==> src/inc/sdsm_cfg.svh <==
// Configuration constants of the data session manager.
`ifndef SDSM_CFG_SVH
`define SDSM_CFG_SVH
`define SDSM_REG_CTRL        4'h0
`define SDSM_REG_DEST_IP     4'h1
`define SDSM_REG_DEST_PORT   4'h2
`define SDSM_REG_LOCAL_PORT  4'h3
`define SDSM_REG_TIMEOUT     4'h4
`define SDSM_REG_STATUS      4'h5
`define SDSM_REG_PEER_IP     4'h6
`define SDSM_REG_PEER_PORT   4'h7
`define SDSM_CTRL_RST        32'h0000_0600
`define SDSM_TP_UDP          1'b0
`define SDSM_TP_TCP          1'b1
`define SDSM_RM_SERVER       2'h0
`define SDSM_RM_BOTH         2'h1
`define SDSM_RM_CLIENT       2'h2
`define SDSM_RP_DEFAULT      8'h06
`define SDSM_RETRIES         3'h6
`define SDSM_HALF_SEC_NS     500000000
`define SDSM_CLK_NS          4
`define SDSM_BCAST_IP        32'hffff_ffff
`define SDSM_BCAST_MAC       48'hffff_ffff_ffff
`define SDSM_DEST_PORT_RST   16'h0000
`define SDSM_LOCAL_PORT_RST  16'h03e9
`define SDSM_TIMEOUT_RST     16'h0000
`endif

==> src/inc/sdsm_pkg.sv <==
// Types shared by the data session manager.
package sdsm_pkg;
  typedef struct packed {
    logic        is_tcp;
    logic        is_syn;
    logic        is_bcast;
    logic [31:0] src_ip;
    logic [15:0] src_port;
    logic [15:0] dst_port;
  } sdsm_rx_s;
  typedef struct packed {
    logic        zero_len;
    logic        bcast;
    logic [47:0] dst_mac;
    logic [31:0] dst_ip;
    logic [15:0] dst_port;
  } sdsm_tx_s;
  typedef struct packed {
    logic [7:0]  rp;
    logic        bcast_rx;
    logic        src_filter;
    logic        cm_immediate;
    logic [1:0]  rm;
    logic        tp;
  } sdsm_ctrl_s;
  typedef enum logic [1:0] {SDSM_IDLE, SDSM_OPEN, SDSM_RUN} sdsm_state_e;
endpackage

==> src/hw/sdsm_session.sv <==
// Data session manager: peer tracking, UDP and TCP session rules, retransmit timing.
//
// What this block does
// - Transport select: 0 UDP, 1 TCP.
// - First UDP datagram establishes session, records peer.
// - Source filter drops datagrams from other IPs, except in broadcast mode.
// - Outgoing session opens with datagram to destination.
// - Connect immediately, idle: send zero-length opener.
// - New UDP sender becomes the peer.
// - Server routing follows sender's source port.
// - Other routing modes keep configured destination port under UDP; TCP follows the sender's port.
// - UDP session ends only on timeout.
// - Incoming sessions need server or both role; UDP ones also need filter off.
// - Outgoing sessions need client or both role.
// - All-ones destination IP sends link broadcasts.
// - Broadcast sending keeps the destination IP; server routing follows the sender's port.
// - Broadcast reception gated by its own enable while the source filter is off; with it on, broadcasts are accepted regardless.
// - TCP rejects different IP while established.
// - Same-IP TCP attempt replaces the session.
// - Exactly six equal-interval retransmissions.
// - Interval is period times half second, default six.
// - Passive opens need matching protocol and port.
`timescale 1ns/1ps
`include "sdsm_cfg.svh"
module sdsm_session #(
  parameter int HALF_SEC_CYCLES = `SDSM_HALF_SEC_NS / `SDSM_CLK_NS,
  parameter int TMO_UNIT_CYCLES = `SDSM_HALF_SEC_NS / `SDSM_CLK_NS
) (
  input  wire logic               sys_clk,
  input  wire logic               srst,
  input  wire logic [3:0]         avs_address,
  input  wire logic               avs_read,
  input  wire logic               avs_write,
  input  wire logic [31:0]        avs_writedata,
  output logic      [31:0]        avs_readdata,
  output logic                    avs_waitrequest,
  input  wire logic               rx_valid,
  input  wire sdsm_pkg::sdsm_rx_s rx_info,
  output logic                    rx_accept,
  output logic                    rx_drop,
  output logic                    tcp_reject,
  input  wire logic               tx_pending,
  input  wire logic               open_request,
  input  wire logic               tx_ready,
  output logic                    tx_valid,
  output sdsm_pkg::sdsm_tx_s      tx_info,
  input  wire logic               seg_sent,
  input  wire logic               seg_acked,
  output logic                    retx_pulse,
  output logic                    retx_abort,
  output logic                    session_active
);
  import sdsm_pkg::*;

  sdsm_ctrl_s  ctrl;
  logic [31:0] dest_ip;
  logic [15:0] dest_port;
  logic [15:0] local_port;
  logic [15:0] timeout_units;
  logic [31:0] peer_ip;
  logic [15:0] peer_port;
  logic        peer_valid;
  sdsm_state_e state;
  logic        bus_ack;
  logic        rx_is_bcast_mode;
  logic        passive_ok;
  logic        udp_take;
  logic        tcp_take;
  logic        rx_filtered;
  logic        session_timeout;
  logic        timeout_hit;
  logic [31:0] idle_cnt;
  logic [31:0] half_cnt;
  logic [7:0]  retx_ticks;
  logic        half_tick;
  logic        retx_run;
  logic [2:0]  retx_left;
  logic        retx_due;
  logic [31:0] next_peer_ip;
  logic [15:0] next_peer_port;

  assign rx_is_bcast_mode = (dest_ip == `SDSM_BCAST_IP);

  // Avalon slave answers every access one cycle after it is raised.
  // The wait flag is its own flop so the port comes straight from a register.
  always_ff @(posedge sys_clk) begin
    if (srst) begin
      bus_ack         <= 1'b0;
      avs_waitrequest <= 1'b1;
    end else begin
      bus_ack         <= (avs_read || avs_write) && !bus_ack;
      avs_waitrequest <= !((avs_read || avs_write) && !bus_ack);
    end
  end

  // The control word leaves a gap below the period field, so a plain cast of the
  // word onto the packed struct would shift the period; fields are placed by name.
  function automatic sdsm_ctrl_s ctrl_of(input logic [15:0] w);
    sdsm_ctrl_s c;
    c.rp           = w[15:8];
    c.bcast_rx     = w[5];
    c.src_filter   = w[4];
    c.cm_immediate = w[3];
    c.rm           = w[2:1];
    c.tp           = w[0];
    return c;
  endfunction

  always_ff @(posedge sys_clk) begin
    if (srst) begin
      ctrl          <= ctrl_of(16'(`SDSM_CTRL_RST));
      dest_ip       <= `SDSM_BCAST_IP;
      dest_port     <= `SDSM_DEST_PORT_RST;
      local_port    <= `SDSM_LOCAL_PORT_RST;
      timeout_units <= `SDSM_TIMEOUT_RST;
    end else if (avs_write && bus_ack) begin
      case (avs_address)
        `SDSM_REG_CTRL:       ctrl <= ctrl_of(avs_writedata[15:0]);
        `SDSM_REG_DEST_IP:    dest_ip <= avs_writedata;
        `SDSM_REG_DEST_PORT:  dest_port <= avs_writedata[15:0];
        `SDSM_REG_LOCAL_PORT: local_port <= avs_writedata[15:0];
        `SDSM_REG_TIMEOUT:    timeout_units <= avs_writedata[15:0];
        default: ;
      endcase
    end
  end

  always_ff @(posedge sys_clk) begin
    if (srst) begin
      avs_readdata <= 32'h0000_0000;
    end else if (avs_read && !bus_ack) begin
      case (avs_address)
        `SDSM_REG_CTRL:       avs_readdata <= {16'h0000, ctrl.rp, 2'h0, ctrl.bcast_rx, ctrl.src_filter,
                                               ctrl.cm_immediate, ctrl.rm, ctrl.tp};
        `SDSM_REG_DEST_IP:    avs_readdata <= dest_ip;
        `SDSM_REG_DEST_PORT:  avs_readdata <= {16'h0000, dest_port};
        `SDSM_REG_LOCAL_PORT: avs_readdata <= {16'h0000, local_port};
        `SDSM_REG_TIMEOUT:    avs_readdata <= {16'h0000, timeout_units};
        `SDSM_REG_STATUS:     avs_readdata <= {24'h000000, retx_left, retx_run, 2'h0, state};
        `SDSM_REG_PEER_IP:    avs_readdata <= peer_ip;
        `SDSM_REG_PEER_PORT:  avs_readdata <= {15'h0000, peer_valid, peer_port};
        default:              avs_readdata <= 32'h0000_0000;
      endcase
    end
  end

  always_comb begin
    passive_ok = (rx_info.is_tcp == ctrl.tp) && (rx_info.dst_port == local_port);
    rx_filtered = ctrl.src_filter && !rx_is_bcast_mode && (rx_info.src_ip != dest_ip);
    udp_take = rx_valid && passive_ok && (ctrl.tp == `SDSM_TP_UDP) && !rx_filtered
               && (ctrl.rm != `SDSM_RM_CLIENT) && !ctrl.src_filter
               && (!rx_info.is_bcast || ctrl.bcast_rx);
    tcp_take = rx_valid && passive_ok && (ctrl.tp == `SDSM_TP_TCP) && rx_info.is_syn
               && (ctrl.rm != `SDSM_RM_CLIENT)
               && (!peer_valid || rx_info.src_ip == peer_ip);
    next_peer_port = (ctrl.rm == `SDSM_RM_SERVER) ? rx_info.src_port : dest_port;
    next_peer_ip   = rx_info.src_ip;
  end

  // Datagrams passing the source filter are accepted but neither record the peer nor clear the idle count.
  always_ff @(posedge sys_clk) begin
    if (srst) begin
      rx_accept  <= 1'b0;
      rx_drop    <= 1'b0;
      tcp_reject <= 1'b0;
    end else begin
      rx_accept  <= udp_take || tcp_take
                    || (rx_valid && passive_ok && ctrl.src_filter && !rx_filtered && !ctrl.tp);
      // A refused connection attempt is reported as a reject only, never also as a drop.
      rx_drop    <= rx_valid && !(udp_take || tcp_take)
                    && !(passive_ok && ctrl.src_filter && !rx_filtered && !ctrl.tp)
                    && !(passive_ok && ctrl.tp && rx_info.is_syn);
      tcp_reject <= rx_valid && passive_ok && ctrl.tp && rx_info.is_syn && !tcp_take;
    end
  end

  // Timeout of zero disables expiry; counter clears on every taken UDP datagram and while a datagram is offered.
  always_ff @(posedge sys_clk) begin
    if (srst || !peer_valid || udp_take || tx_valid) begin
      idle_cnt <= 32'h0000_0000;
    end else if (!timeout_hit) begin
      idle_cnt <= idle_cnt + 32'h0000_0001;
    end
  end
  always_comb begin
    timeout_hit = (timeout_units != `SDSM_TIMEOUT_RST)
                  && (idle_cnt >= 32'(timeout_units) * 32'(TMO_UNIT_CYCLES));
    session_timeout = peer_valid && (ctrl.tp == `SDSM_TP_UDP) && timeout_hit;
  end

  always_ff @(posedge sys_clk) begin
    if (srst) begin
      peer_ip    <= 32'h0000_0000;
      peer_port  <= 16'h0000;
      peer_valid <= 1'b0;
    end else if (udp_take || tcp_take) begin
      peer_ip    <= next_peer_ip;
      peer_port  <= ctrl.tp ? rx_info.src_port : next_peer_port;
      peer_valid <= 1'b1;
    end else if (state == SDSM_OPEN && tx_valid && tx_ready) begin
      peer_ip    <= dest_ip;
      peer_port  <= dest_port;
      peer_valid <= 1'b1;
    end else if (session_timeout) begin
      peer_valid <= 1'b0;
    end
  end

  always_ff @(posedge sys_clk) begin
    if (srst) begin
      state <= SDSM_IDLE;
    end else begin
      case (state)
        SDSM_IDLE: begin
          if (peer_valid) begin
            state <= SDSM_RUN;
          end else if (ctrl.tp == `SDSM_TP_UDP && ctrl.rm != `SDSM_RM_SERVER
                       && (tx_pending || open_request || ctrl.cm_immediate)) begin
            state <= SDSM_OPEN;
          end
        end
        SDSM_OPEN: begin
          // The open completes only when the host has really taken the opener.
          if (tx_valid && tx_ready) begin
            state <= SDSM_RUN;
          end
        end
        SDSM_RUN: begin
          if (!peer_valid) begin
            state <= SDSM_IDLE;
          end
        end
        default: state <= SDSM_IDLE;
      endcase
    end
  end

  always_ff @(posedge sys_clk) begin
    if (srst) begin
      tx_valid <= 1'b0;
      tx_info  <= '0;
    end else begin
      // A datagram stays offered until the host takes it, then drops for one cycle.
      // Data datagrams of a running UDP session share the same descriptor path.
      tx_valid <= tx_valid ? !tx_ready
                           : (state == SDSM_OPEN || (state == SDSM_RUN && ctrl.tp == `SDSM_TP_UDP && tx_pending));
      tx_info.zero_len <= !tx_pending && ctrl.cm_immediate;
      tx_info.bcast    <= rx_is_bcast_mode;
      tx_info.dst_mac  <= rx_is_bcast_mode ? `SDSM_BCAST_MAC : 48'h0000_0000_0000;
      tx_info.dst_ip   <= (rx_is_bcast_mode || !peer_valid) ? dest_ip : peer_ip;
      tx_info.dst_port <= (!peer_valid || (ctrl.rm != `SDSM_RM_SERVER && !ctrl.tp)) ? dest_port : peer_port;
    end
  end

  always_ff @(posedge sys_clk) begin
    if (srst) begin
      session_active <= 1'b0;
    end else begin
      session_active <= peer_valid && (ctrl.tp == `SDSM_TP_TCP || ctrl.tp == `SDSM_TP_UDP);
    end
  end

  // An interval ends once the full period of half-second ticks has elapsed.
  assign retx_due = retx_run && half_tick && (retx_ticks >= ctrl.rp);

  // Half-second ticks times period.
  // The half-second counter runs on across an expiry and only the tick count
  // restarts, so every interval is exactly period times half a second long.
  always_ff @(posedge sys_clk) begin
    if (srst || !retx_run || seg_sent) begin
      half_cnt   <= 32'h0000_0000;
      retx_ticks <= 8'h00;
      half_tick  <= 1'b0;
    end else begin
      half_tick <= 1'b0;
      if (half_cnt == 32'(HALF_SEC_CYCLES - 1)) begin
        half_cnt   <= 32'h0000_0000;
        retx_ticks <= retx_due ? 8'h01 : retx_ticks + 8'h01;
        half_tick  <= 1'b1;
      end else begin
        half_cnt <= half_cnt + 32'h0000_0001;
        if (retx_due) begin
          retx_ticks <= 8'h00;
        end
      end
    end
  end

  always_ff @(posedge sys_clk) begin
    if (srst) begin
      retx_run   <= 1'b0;
      retx_left  <= 3'h0;
      retx_pulse <= 1'b0;
      retx_abort <= 1'b0;
    end else begin
      retx_pulse <= 1'b0;
      retx_abort <= 1'b0;
      if (seg_acked) begin
        retx_run <= 1'b0;
      end else if (seg_sent) begin
        retx_run  <= 1'b1;
        retx_left <= `SDSM_RETRIES;
      end else if (retx_due) begin
        if (retx_left == 3'h0) begin
          retx_run   <= 1'b0;
          retx_abort <= 1'b1;
        end else begin
          retx_pulse <= 1'b1;
          retx_left  <= retx_left - 3'h1;
        end
      end
    end
  end
endmodule

==> config.mk <==
export PLATFORM = sky130hd
export DESIGN_NAME = sdsm_session
export DESIGN_NICKNAME = d
export VERILOG_FILES = /design/src/inc/sdsm_pkg.sv /design/src/hw/sdsm_session.sv
export VERILOG_INCLUDE_DIRS = /design/src /design/src/inc
export SDC_FILE = /design/constraint.sdc
export NUM_CORES = 1
export LEC_CHECK = 0
export BUFFER_PORTS_ARGS = -buffer_cell sky130_fd_sc_hd__buf_2
export CAP_MARGIN = 20
export CORE_AREA = 4 4 145 252
export CTS_CLUSTER_SIZE = 10
export DETAILED_ROUTE_END_ITERATION = 8
export DIE_AREA = 0 0 149 256
export PLACE_DENSITY_LB_ADDON = 0.2
export SYNTH_ARGS = -nofsm -noshare
export SYNTH_HDL_FRONTEND = slang
export SYNTH_SLANG_ARGS = --single-unit
==> constraint.sdc <==
create_clock -name sys_clk -period 9.5 [get_ports sys_clk]
set_clock_uncertainty 0.05 [all_clocks]
set_input_delay 0.475 -clock sys_clk [delete_from_list [all_inputs] [get_ports sys_clk]]
set_output_delay 0.475 -clock sys_clk [all_outputs]
set_load 0.1 [all_outputs]
## Yosys cells after proc, flatten, opt, wreduce, memory -nomap -nowiden

Index checks and enable logic that the tools add are counted.

- Bitwise operators: 3
- $add $sub $neg: 4
- Shift-type cells: 0
- $lt $le $gt $ge: 2
- Divide/modulo/power cells: 0
- Multiply operators: 1
- Equal/unequal tests: 20
- Reductions and logical operators: 94
- Multiplexer cells: 31

Operators with widths:

| operator | count |
|---|---|
| case mux 32 bit (8 select lines) | 1 |
| 2-to-1 mux 32 bit | 3 |
| 2-to-1 mux 16 bit | 5 |
| adder 32 x 1 -> 32 bit (second input constant) | 2 |
| 2-to-1 mux 48 bit | 1 |
| logical AND 1 bit | 42 |
| == test 32 x 27 -> 1 bit (second input constant) | 1 |
| == test 32 bit | 1 |
| == test 32 bit (second input constant) | 1 |
| greater-or-equal comparator 32 bit | 1 |
| != test 32 bit | 1 |
| multiplier 16 x 21 -> 26 bit (second input constant) | 1 |
| 2-to-1 mux 8 bit | 3 |
| == test 16 bit | 1 |
| == test 4 x 3 -> 1 bit (second input constant) | 4 |
| nonzero test 16 bit | 1 |
| logical NOT 1 bit | 15 |
| logical OR 1 bit | 15 |
| AND reduction 2 bit | 6 |
| 2-to-1 mux 1 bit | 10 |
| nonzero test 2 bit | 5 |
| 2-to-1 mux 3 bit | 3 |
| adder 8 x 1 -> 8 bit (second input constant) | 1 |
| == test 4 x 2 -> 1 bit (second input constant) | 2 |
| other kinds (19) | 29 |

- Memories kept: 0
- Latch bits: 0
- Register bits: 361
- Logic and storage cells: 190
- Memory bits (writable): 0
- Bits in read-only memories: 0
- Output and inout port bits: 138

## Depth between registers and ports, before layout

Gate-level depths: netlist of run 1.

- Depth in word-level cells: 14
- Gate-level depth with buffers: 32
- Gate-level depth less buffers: 30

## Worst setup path before layout of run 1

Ideal clock, no wire load.

- Path kind: reg-to-reg
- Start point: register timeout_units[5]
- End point: register idle_cnt[20]
- Cell stages (with the launch flop): 29
- Setup time: 70 ps
- Arrival: 7,168 ps
- Setup slack: 2,212 ps
- Path through: dfxtp_1 -> inv_1 -> ha_1 -> fa_1 -> inv_1 -> fa_1 -> inv_1 -> fa_1 -> fa_1 -> fa_1 -> inv_1 -> ha_1 -> a211oi_1 -> nor2_1 -> nor4_1 -> o21ai_0 -> a21oi_1 -> o31ai_1 -> and4_1 -> nor3_1 -> ha_1 -> a21o_1 -> a21oi_1 -> nor2_1 -> nor2_4 -> o21ai_4 -> clkbuf_1 -> or4_2 -> a21oi_1

- Cells in the longest elaborated chain, start to end: 3
- Elaborated cells on any way between the ends: 4
- Those cells by class: mul: 1; order compare: 1; reduce/logical: 2

Ends and longest elaborated chain:

| what | RTL line | source |
|---|---|---|
| from (decl) | sdsm_session.sv:59 | `logic [15:0] timeout_units;` |
| from (signal assigned) | sdsm_session.sv:115 | `` timeout_units <= `SDSM_TIMEOUT_RST; `` |
| from (signal assigned) | sdsm_session.sv:122 | `` `SDSM_REG_TIMEOUT: timeout_units <= avs_writedata[15:0]; `` |
| multiplier 16 x 21 -> 26 bit | sdsm_session.sv:187 | `&& (idle_cnt >= 32'(timeout_units) * 32'(TMO_UNIT_CYCLES));` |
| greater-or-equal comparator 32 bit | sdsm_session.sv:187 |  |
| logical AND 1 bit * | sdsm_session.sv:186 | `` timeout_hit = (timeout_units != `SDSM_TIMEOUT_RST) `` |
| to (signal assigned) | sdsm_session.sv:182 | `idle_cnt <= idle_cnt + 32'h0000_0001;` |
| to (decl) | sdsm_session.sv:72 | `logic [31:0] idle_cnt;` |

Mark *: on every way between the ends. The rest lies on a longest branch, timed or not.
A chain may end at the register's enable or synchronous reset.

## Worst setup path in the final report of run 1

- Start point: register timeout_units[5]
- End point: register idle_cnt[1]

Same word-level chain as after synthesis.

==> results of run 1 <==
==> per-layer routing <==
layer  up-vias  global-route usage [%]
met5         -                       0
met4         4                   26.85
met3       274                   5.438
met2       754                   61.53
met1      8306                   33.11
li1       8087                       -
==> registers in the layout, indices dropped and copies added, names as in the netlist, 8 cells and up <==
name and flops:
retx_ticks 8, idle_cnt 32, tx_info 50, dest_port 16
ctrl 14, timeout_units 16, half_cnt 32, avs_readdata 32
peer_ip 32, peer_port 16, local_port 16, dest_ip 32
==> critical path, delay by kind of cell (launching register included) <==
| kind | cells | cell delay, ns |
|---|---|---|
| DFF | 1 | 0.61 |
| adders and majority gates | 8 | 3.71 |
| AOI/OAI and AO/OA | 7 | 2.06 |
| muxes | 1 | 0.19 |
| buffers and inverters | 5 | 0.69 |
| xor gates and xnor gates | 1 | 0.12 |
| and+or+nand+nor | 4 | 0.74 |
==> worst paths after layout <==
| path | to | depth (start not counted) | start | slack [ns] |
|---|---|---|---|---|
| worst min-delay path | tx_info[97]$_SDFF_PP0_ | 2 | tx_pending | 0.09 |
| worst max-delay path | idle_cnt[1]$_SDFFE_PP0N_ | 26 | timeout_units[5]$_SDFFE_PP0P_ | 1.15 |
| worst min register to register | half_cnt[0]$_SDFF_PP0_ | 1 | half_cnt[0]$_SDFF_PP0_ | 0.42 |
| worst max register to register | idle_cnt[1]$_SDFFE_PP0N_ | 26 | timeout_units[5]$_SDFFE_PP0P_ | 1.15 |
==> cells by family (layout without fill, tap and decap cells) <==
logic type,count (synthesis),count (layout)
compound gates,399,399
simple gates,690,690
flops,313,313
mux,108,108
other cells,0,6
fa+ha+maj,247,247
xor+xnor,148,148
buf+inv,369,520
==> area by class of cell <==
class,count,area (um^2),area share [%]
antenna,6,15.01,0.06727
clock buffer,39,975.9,4.372
clock inverter,4,55.05,0.2467
inverter,210,788.3,3.532
multi-input combinational,1592,12250,54.89
sequential,313,6266,28.07
tap,460,575.6,2.579
timing repair buffer,267,1394,6.245
==> power breakdown <==
part / total [mW] / switching [mW] / internal, mW
Combinational: 0.554 / 0.455 / 0.0987
Sequential: 1.35 / 0.0189 / 1.34
Clock: 1.30 / 0.545 / 0.752
==> cells in the mapped netlist (all sizes together) (17+ instances only) <==
| library cell | count | share of area [%] |
|---|---|---|
| a21oi | 130 | 3.2 |
| o21ai | 51 | 1.3 |
| nand4 | 39 | 1.4 |
| ha | 150 | 9.3 |
| nand2 | 256 | 4.8 |
| o31ai | 20 | 0.75 |
| a22oi | 17 | 0.63 |
| nand3 | 52 | 1.3 |
| xor2 | 83 | 3.6 |
| or4 | 28 | 1.1 |
| inv | 210 | 3.9 |
| a221oi | 26 | 1.1 |
| dfxtp | 313 | 31 |
| fa | 97 | 9.7 |
| o211ai | 17 | 0.63 |
| clkbuf | 87 | 1.7 |
| nor2 | 166 | 3.2 |
| buf | 72 | 2.5 |
| nor4 | 26 | 0.90 |
| nor3 | 32 | 0.80 |
| xnor2 | 65 | 2.8 |
| mux2i | 103 | 5.1 |
| and3 | 23 | 0.72 |
| a211oi | 38 | 1.4 |
==> stage by stage <==
stage | cell area, um^2 | total power [mW] | setup slack [ns] | hold WS, ns
4_1_cts | 22270 | 3.217 | 1.134 | 0.07405
6_report | 22320 | 3.206 | 1.154 | 0.08845
3_5_place_dp | 21240 | 1.932 | 1.151 | 0.4118
3_3_place_gp | 21240 | 1.929 | 1.371 | 0.3977
5_1_grt | 22310 | 3.285 | 0.5613 | 0.08956
2_1_floorplan | 20100 | 1.834 | 2.212 | 0.3799
==> impl_metrics.tcl, run 1 <==
set metrics [dict create \
    place.detailed.hpwl_um 51430 \
    root_buffer "sky130_fd_sc_hd__clkbuf_16" \
    pwr_density_cell_nw_per_um2 143.6 \
    synth_compound_gate_area_share_pct 13.37 \
    core-area_um2 34460 \
    synthesis.nets 2634 \
    grt_setup_unrepaired "false" \
    detail-route-antenna-nets 0 \
    cts_inserted_buffers 38 \
    critical_path_arrival_ns 8.68 \
    drcViolationCount 0 \
    synth_edf_count 0 \
    vdd_ir_drop_max_v 0.0001651 \
    layout.cells.most_common_list "sky130_fd_sc_hd__dfxtp_1 (313), sky130_fd_sc_hd__nand2_1 (256), sky130_fd_sc_hd__buf_2 (249)" \
    clock_sink_count 313 \
    first_pass_iters 5 \
    final_number_of_hold_violating_endpoints 0 \
    layout_cell_share_with_drive_strength_beyond_1_pct 14.39 \
    wl_met1_um 21290 \
    maxCapViolations 0 \
    gr-usage-all-layers_pct 33.84 \
    area_delta_synth_final_pct 11.02 \
    startpoint_type "flip-flop" \
    cts.reportedPaths.clkPinSlew_ns 0.07 \
    num_rows 90 \
    timing_worst_slew_pin_value_ns 1.133 \
    worst_path_largest_cell_delay_ns 0.71 \
    finalNonFillerCells 2891 \
    top_layer_used "met5" \
    setup_tns_ns 0 \
    synthFlopType "sky130_fd_sc_hd__dfxtp_1" \
    met3_length_um 3909 \
    wire_length_of_the_first_global_routing_pass_um 99620 \
    drt-vias-per-instance 6.027 \
    num-fill-cells 3041 \
    post_synth_and_or_nand_nor_area_fraction_pct 16.45 \
    mostFrequentLayoutCell "sky130_fd_sc_hd__dfxtp_1" \
    postSynthCellCount 2274 \
    worst_skew_pair.late_latency_ns 0.53 \
    place_inst 2839 \
    yosys_warnings 0 \
    antenna_found_initial 7 \
    cts_setup_buffers 0 \
    wl_um 65870 \
    post_synthesis_sequential_area_ratio_pct 31.17 \
    synth-adder-area-share_pct 18.99 \
    timing_max_transition_violations_final 0 \
    cp_slowest_cell "sky130_fd_sc_hd__o21ai_4" \
    cellLeakagePower_nw 9.811 \
    post-route-util_pct 64.77 \
    synth_async_sr_flop_share_pct 0 \
    final_min_period_over_clock_period_pct 87.85 \
    die_height_um 256 \
    critical_path_required_ns 9.83 \
    boundaryPins 251 \
    num-nets-final 2782 \
    cts_tree "yes" \
    fp.dieW_um 149 \
    via_total_after_detailed_routing 17430 \
    worst-setup-path-type "reg2reg" \
    hold_path_class "in2reg" \
    setup_violations 0 \
    grt_max_degree 90 \
    dominant_combinational_cell_family_by_area_after_synthesis "adder cells" \
    cts_stage_hold_buffer_count 0 \
    finalWeightedCongestion 0.9723 \
    grt_overflow_total 0 \
    achievable_freq_ghz 0.1198 \
    outcome "finished clean" \
    met2_wirelength_um 34080 \
    netlist_area_um2 20100 \
    floorplan.initialDensity_pct 58.34 \
    floorplan.die_area_um2 38140 \
    initialDrtViolationCount 958 \
    netlist-cell-type-count 74 \
    cts_max_level 2 \
    cts_buffer_depth 3 \
    post_drt_wl_per_cell_um 22.78 \
    number_of_storage_elements_in_the_synthesis_netlist 313 \
    xor_xnor_share_of_the_synthesized_area_pct 6.448 \
    yosys-mux-area-fraction_pct 5.464 \
    critical_path.endpoint_type "flip-flop" \
    buffer_ports.inserted 250 \
    cpMostUsedCell "sky130_fd_sc_hd__fa_1" \
    slew-limit-headroom_pct 24.44 \
    grt_pass1_vias 17630 \
    syn_avg_cell_area_um2 8.841 \
    fin_crit_ns 8.346 \
    cp_max_fo 42 \
    postCtsResizedCells 0 \
]
No activity file was read; power rests on OpenSTA's default activity.
==> inputs of run 2 (changes only) <==
ABC_AREA = 1   (was unset)
CORE_AREA = 4 4 147 254   (was 4 4 145 252)
DIE_AREA = 0 0 151 258   (was 0 0 149 256)
TNS_END_PERCENT = 1   (was unset)
==> run 2 against run 1 <==
Against the previous run:
- fmax is 6.3% higher
- sequential power hardly changed
- count of clock-buffer cells in the layout is 1 higher
- synthesized area is 3.9% higher
- final cell count is 19% higher
- first-iteration DRC count is 91% higher
- flip-flop and latch count stayed put
- clock power is 3% lower
- sequential share of layout area is 0.99 points lower
==> impl_metrics.tcl, run 2 <==
set metrics [dict create \
    floorplan.die_area_um2 38960 \
    drcViolationCount 0 \
    synth.cells.most_frequent "sky130_fd_sc_hd__nand2_1 (509), sky130_fd_sc_hd__inv_1 (414), sky130_fd_sc_hd__dfxtp_1 (313)" \
    boundaryPins 251 \
    cp_max_fo 19 \
    p_sw_mw 1.110 \
    grt_util_met1_pct 39.24 \
    core-area_um2 35300 \
    place_inst 3382 \
    synthDominantCellAreaShare_pct 29.99 \
    cellInternalPower_mw 2.152 \
    hold_ws_ns 0.1009 \
    antenna_found_initial 8 \
    synthFlopType "sky130_fd_sc_hd__dfxtp_1" \
    place.detailed.hpwl_um 63840 \
    gr-usage-all-layers_pct 44.18 \
    ys_top_cells_by_area "sky130_fd_sc_hd__dfxtp_1 (30%), sky130_fd_sc_hd__fa_1 (9.3%), sky130_fd_sc_hd__nand2_1 (9.1%), sky130_fd_sc_hd__ha_1 (9.0%), sky130_fd_sc_hd__inv_1 (7.4%)" \
    worstPathBufferInverterCount 6 \
    grt_overflow_total 0 \
    cts_setup_buffers 0 \
    max_flop_register "tx_info" \
    cts.reportedPaths.clkPinSlew_ns 0.07 \
    fin_crit_ns 7.854 \
    drt-vias-per-instance 5.969 \
    yosys-mux-area-fraction_pct 0 \
    dominant_combinational_cell_family_by_area_after_synthesis "simple AND/OR/NAND/NOR gates" \
    cell_family_contributing_the_most_delay_on_the_critical_path "adder cells" \
    vdd_ir_drop_max_v 0.0001401 \
    final_min_period_over_clock_period_pct 82.67 \
    r2r.worst_path.cells 30 \
    cp_slowest_cell "sky130_fd_sc_hd__dfxtp_1" \
    worst_skew_pair.late_latency_ns 0.54 \
    worst-path-stages 30 \
    maxCapViolations 0 \
    post_synth_and_or_nand_nor_area_fraction_pct 19.41 \
    critPathCapture "peer_valid$_SDFFE_PP0P_" \
    post_synthesis_sequential_area_ratio_pct 29.99 \
    detail-route-antenna-nets 0 \
    synth.most_common_cell "sky130_fd_sc_hd__nand2_1" \
    achievable_freq_ghz 0.1273 \
    synth-adder-area-share_pct 18.28 \
    outcome "finished clean" \
    power.share.clock_pct 38.6 \
    critical_path.endpoint_type "flip-flop" \
    root_buffer "sky130_fd_sc_hd__clkbuf_16" \
    number_of_flip_flops_under_the_largest_register_name 50 \
    post-synth-top-area-cell "sky130_fd_sc_hd__dfxtp_1" \
    final_number_of_hold_violating_endpoints 0 \
    setup_tns_ns 0 \
    clock_sink_count 313 \
    synth_async_sr_flop_share_pct 0 \
    timing_worst_slew_pin_value_ns 1.255 \
    number_of_storage_elements_in_the_synthesis_netlist 313 \
    xor_xnor_share_of_the_synthesized_area_pct 5.072 \
    layout_cell_share_with_drive_strength_beyond_1_pct 13.23 \
    grt_pass1_vias 20230 \
    finalWeightedCongestion 1.065 \
    postSynthCellCount 2797 \
    setup_violations 0 \
    syn_avg_cell_area_um2 7.471 \
    post_drt_wl_per_cell_um 25.29 \
    timing_max_transition_violations_final 0 \
    num-nets-final 3320 \
    wl_um 86970 \
    first_pass_iters 6 \
    mostFrequentLayoutCell "sky130_fd_sc_hd__nand2_1" \
    pre_cts_slack_ns 1.809 \
    floorplan.initialDensity_pct 59.20 \
    critical_path_required_ns 9.86 \
    cts_inserted_buffers 37 \
    buffer_ports.inserted 250 \
    postCtsResizedCells 0 \
    initialDrtViolationCount 1828 \
    cellLeakagePower_nw 10.71 \
    r2r_setup_slack_ns 1.65 \
    grt.met3_usage_pct 15.57 \
    switching_share_pct 34.03 \
    area_delta_synth_final_pct 10.74 \
    slew-limit-headroom_pct 15.43 \
    hold_path_class "in2reg" \
    yosys_warnings 0 \
    min_setup_slack_post_route_ns 1.646 \
    p_seq_share_pct 41.1 \
    pwr_density_cell_nw_per_um2 141.0 \
    cts_buffer_depth 3 \
    fp.dieW_um 151 \
    netlist_area_um2 20900 \
    synth_compound_gate_area_share_pct 15.68 \
    crit-reg2reg-capture "peer_valid$_SDFFE_PP0P_" \
    cts_max_level 2 \
    die_height_um 258 \
    finalNonFillerCells 3439 \
    critical_path_arrival_ns 8.22 \
    via_total_after_detailed_routing 20530 \
    synthesis.nets 3157 \
    wire_length_of_the_first_global_routing_pass_um 125300 \
    share_comb_of_total_power_pct 20.3 \
    netlist-cell-type-count 51 \
    worst-setup-path-type "reg2reg" \
    reg2reg_from "timeout_units[5]$_SDFFE_PP0P_" \
    grt_setup_unrepaired "false" \
    cts_tree "yes" \
    cp-startpoint "timeout_units[5]$_SDFFE_PP0P_" \
    grt_max_degree 106 \
    startpoint_type "flip-flop" \
    layout.cells.most_common_list "sky130_fd_sc_hd__nand2_1 (508), sky130_fd_sc_hd__inv_1 (413), sky130_fd_sc_hd__dfxtp_1 (313)" \
    synth_edf_count 0 \
    met2_track_utilization_from_global_routing_pct 72.66 \
    cts_stage_hold_buffer_count 0 \
    num_rows 91 \
    worst_path_largest_cell_delay_ns 0.59 \
    grt-busiest-layer "met2" \
]
run 2: logic make-up after synthesis:
group / Yosys count
flops: 313
fa+ha+maj: 247
buf+inv: 579
simple gates: 949
xor+xnor: 121
compound gates: 588
run 2: power by group through the flow:
stage                     Sequential (mW)  Combinational (mW)  Clock, mW
after CTS                            1.35               0.639       1.26
after floorplan                      1.46               0.431          0
after global placement               1.37               0.629          0
after global routing                 1.34               0.685       1.31
after detailed placement             1.37               0.638          0
final                                1.34               0.662       1.26
run 2: layout make-up:
class                   count  area (um^2)
fillers                  3108        12160
repair buffers            270         1444
clock inverters             3        22.52
well taps                 465        581.8
flip-flops and latches    313         6266
diodes                     10        25.02
inverters                 433         1625
clock buffers              40        947.2
multi-input cells        1905        12230
run 2: layer usage:
metal	routed length (um)	vias up	share of wire (%)
li1	-	9338	-
met3	8575	490	9.9
met4	12340	6	14
met5	46	-	0.053
met2	41330	1114	48
met1	24680	9579	28
run 2: worst min-delay path by stage:
stage,start,to,slack (ns),cells after the start
after global placement,half_cnt[0]$_SDFF_PP0_,half_cnt[0]$_SDFF_PP0_,0.39,1
after global routing,avs_writedata[27],dest_ip[27]$_SDFFE_PP1P_,0.11,3
after detailed placement,avs_readdata[16]$_SDFFE_PP0P_,avs_readdata[16]$_SDFFE_PP0P_,0.40,2
after floorplan,half_cnt[0]$_SDFF_PP0_,half_cnt[0]$_SDFF_PP0_,0.38,1
after CTS,avs_writedata[19],dest_ip[19]$_SDFFE_PP1P_,0.1,3
final,avs_writedata[19],dest_ip[19]$_SDFFE_PP1P_,0.10,3
run 2: metrics by stage:
| step | utilization, % | total power, mW | area [um^2] |
|---|---|---|---|
| after floorplan | - | 1.890 | 20900 |
| after global placement | 62.52 | 2.002 | 22070 |
| after detailed placement | 62.59 | 2.011 | 22090 |
| after CTS | 65.34 | 3.248 | 23060 |
| after global routing | 65.49 | 3.341 | 23120 |
| final | 65.55 | 3.262 | 23140 |
run 2: worst register-to-register path, delay by kind of cell, from the launching register on:
family	cells	cell delay, ns
AOI/OAI and AO/OA	5	0.91
xor gates and xnor gates	1	0.09
adders and majority gates	8	3.67
and+or+nand+nor	10	1.62
buffers and inverters	6	0.79
DFF	1	0.59
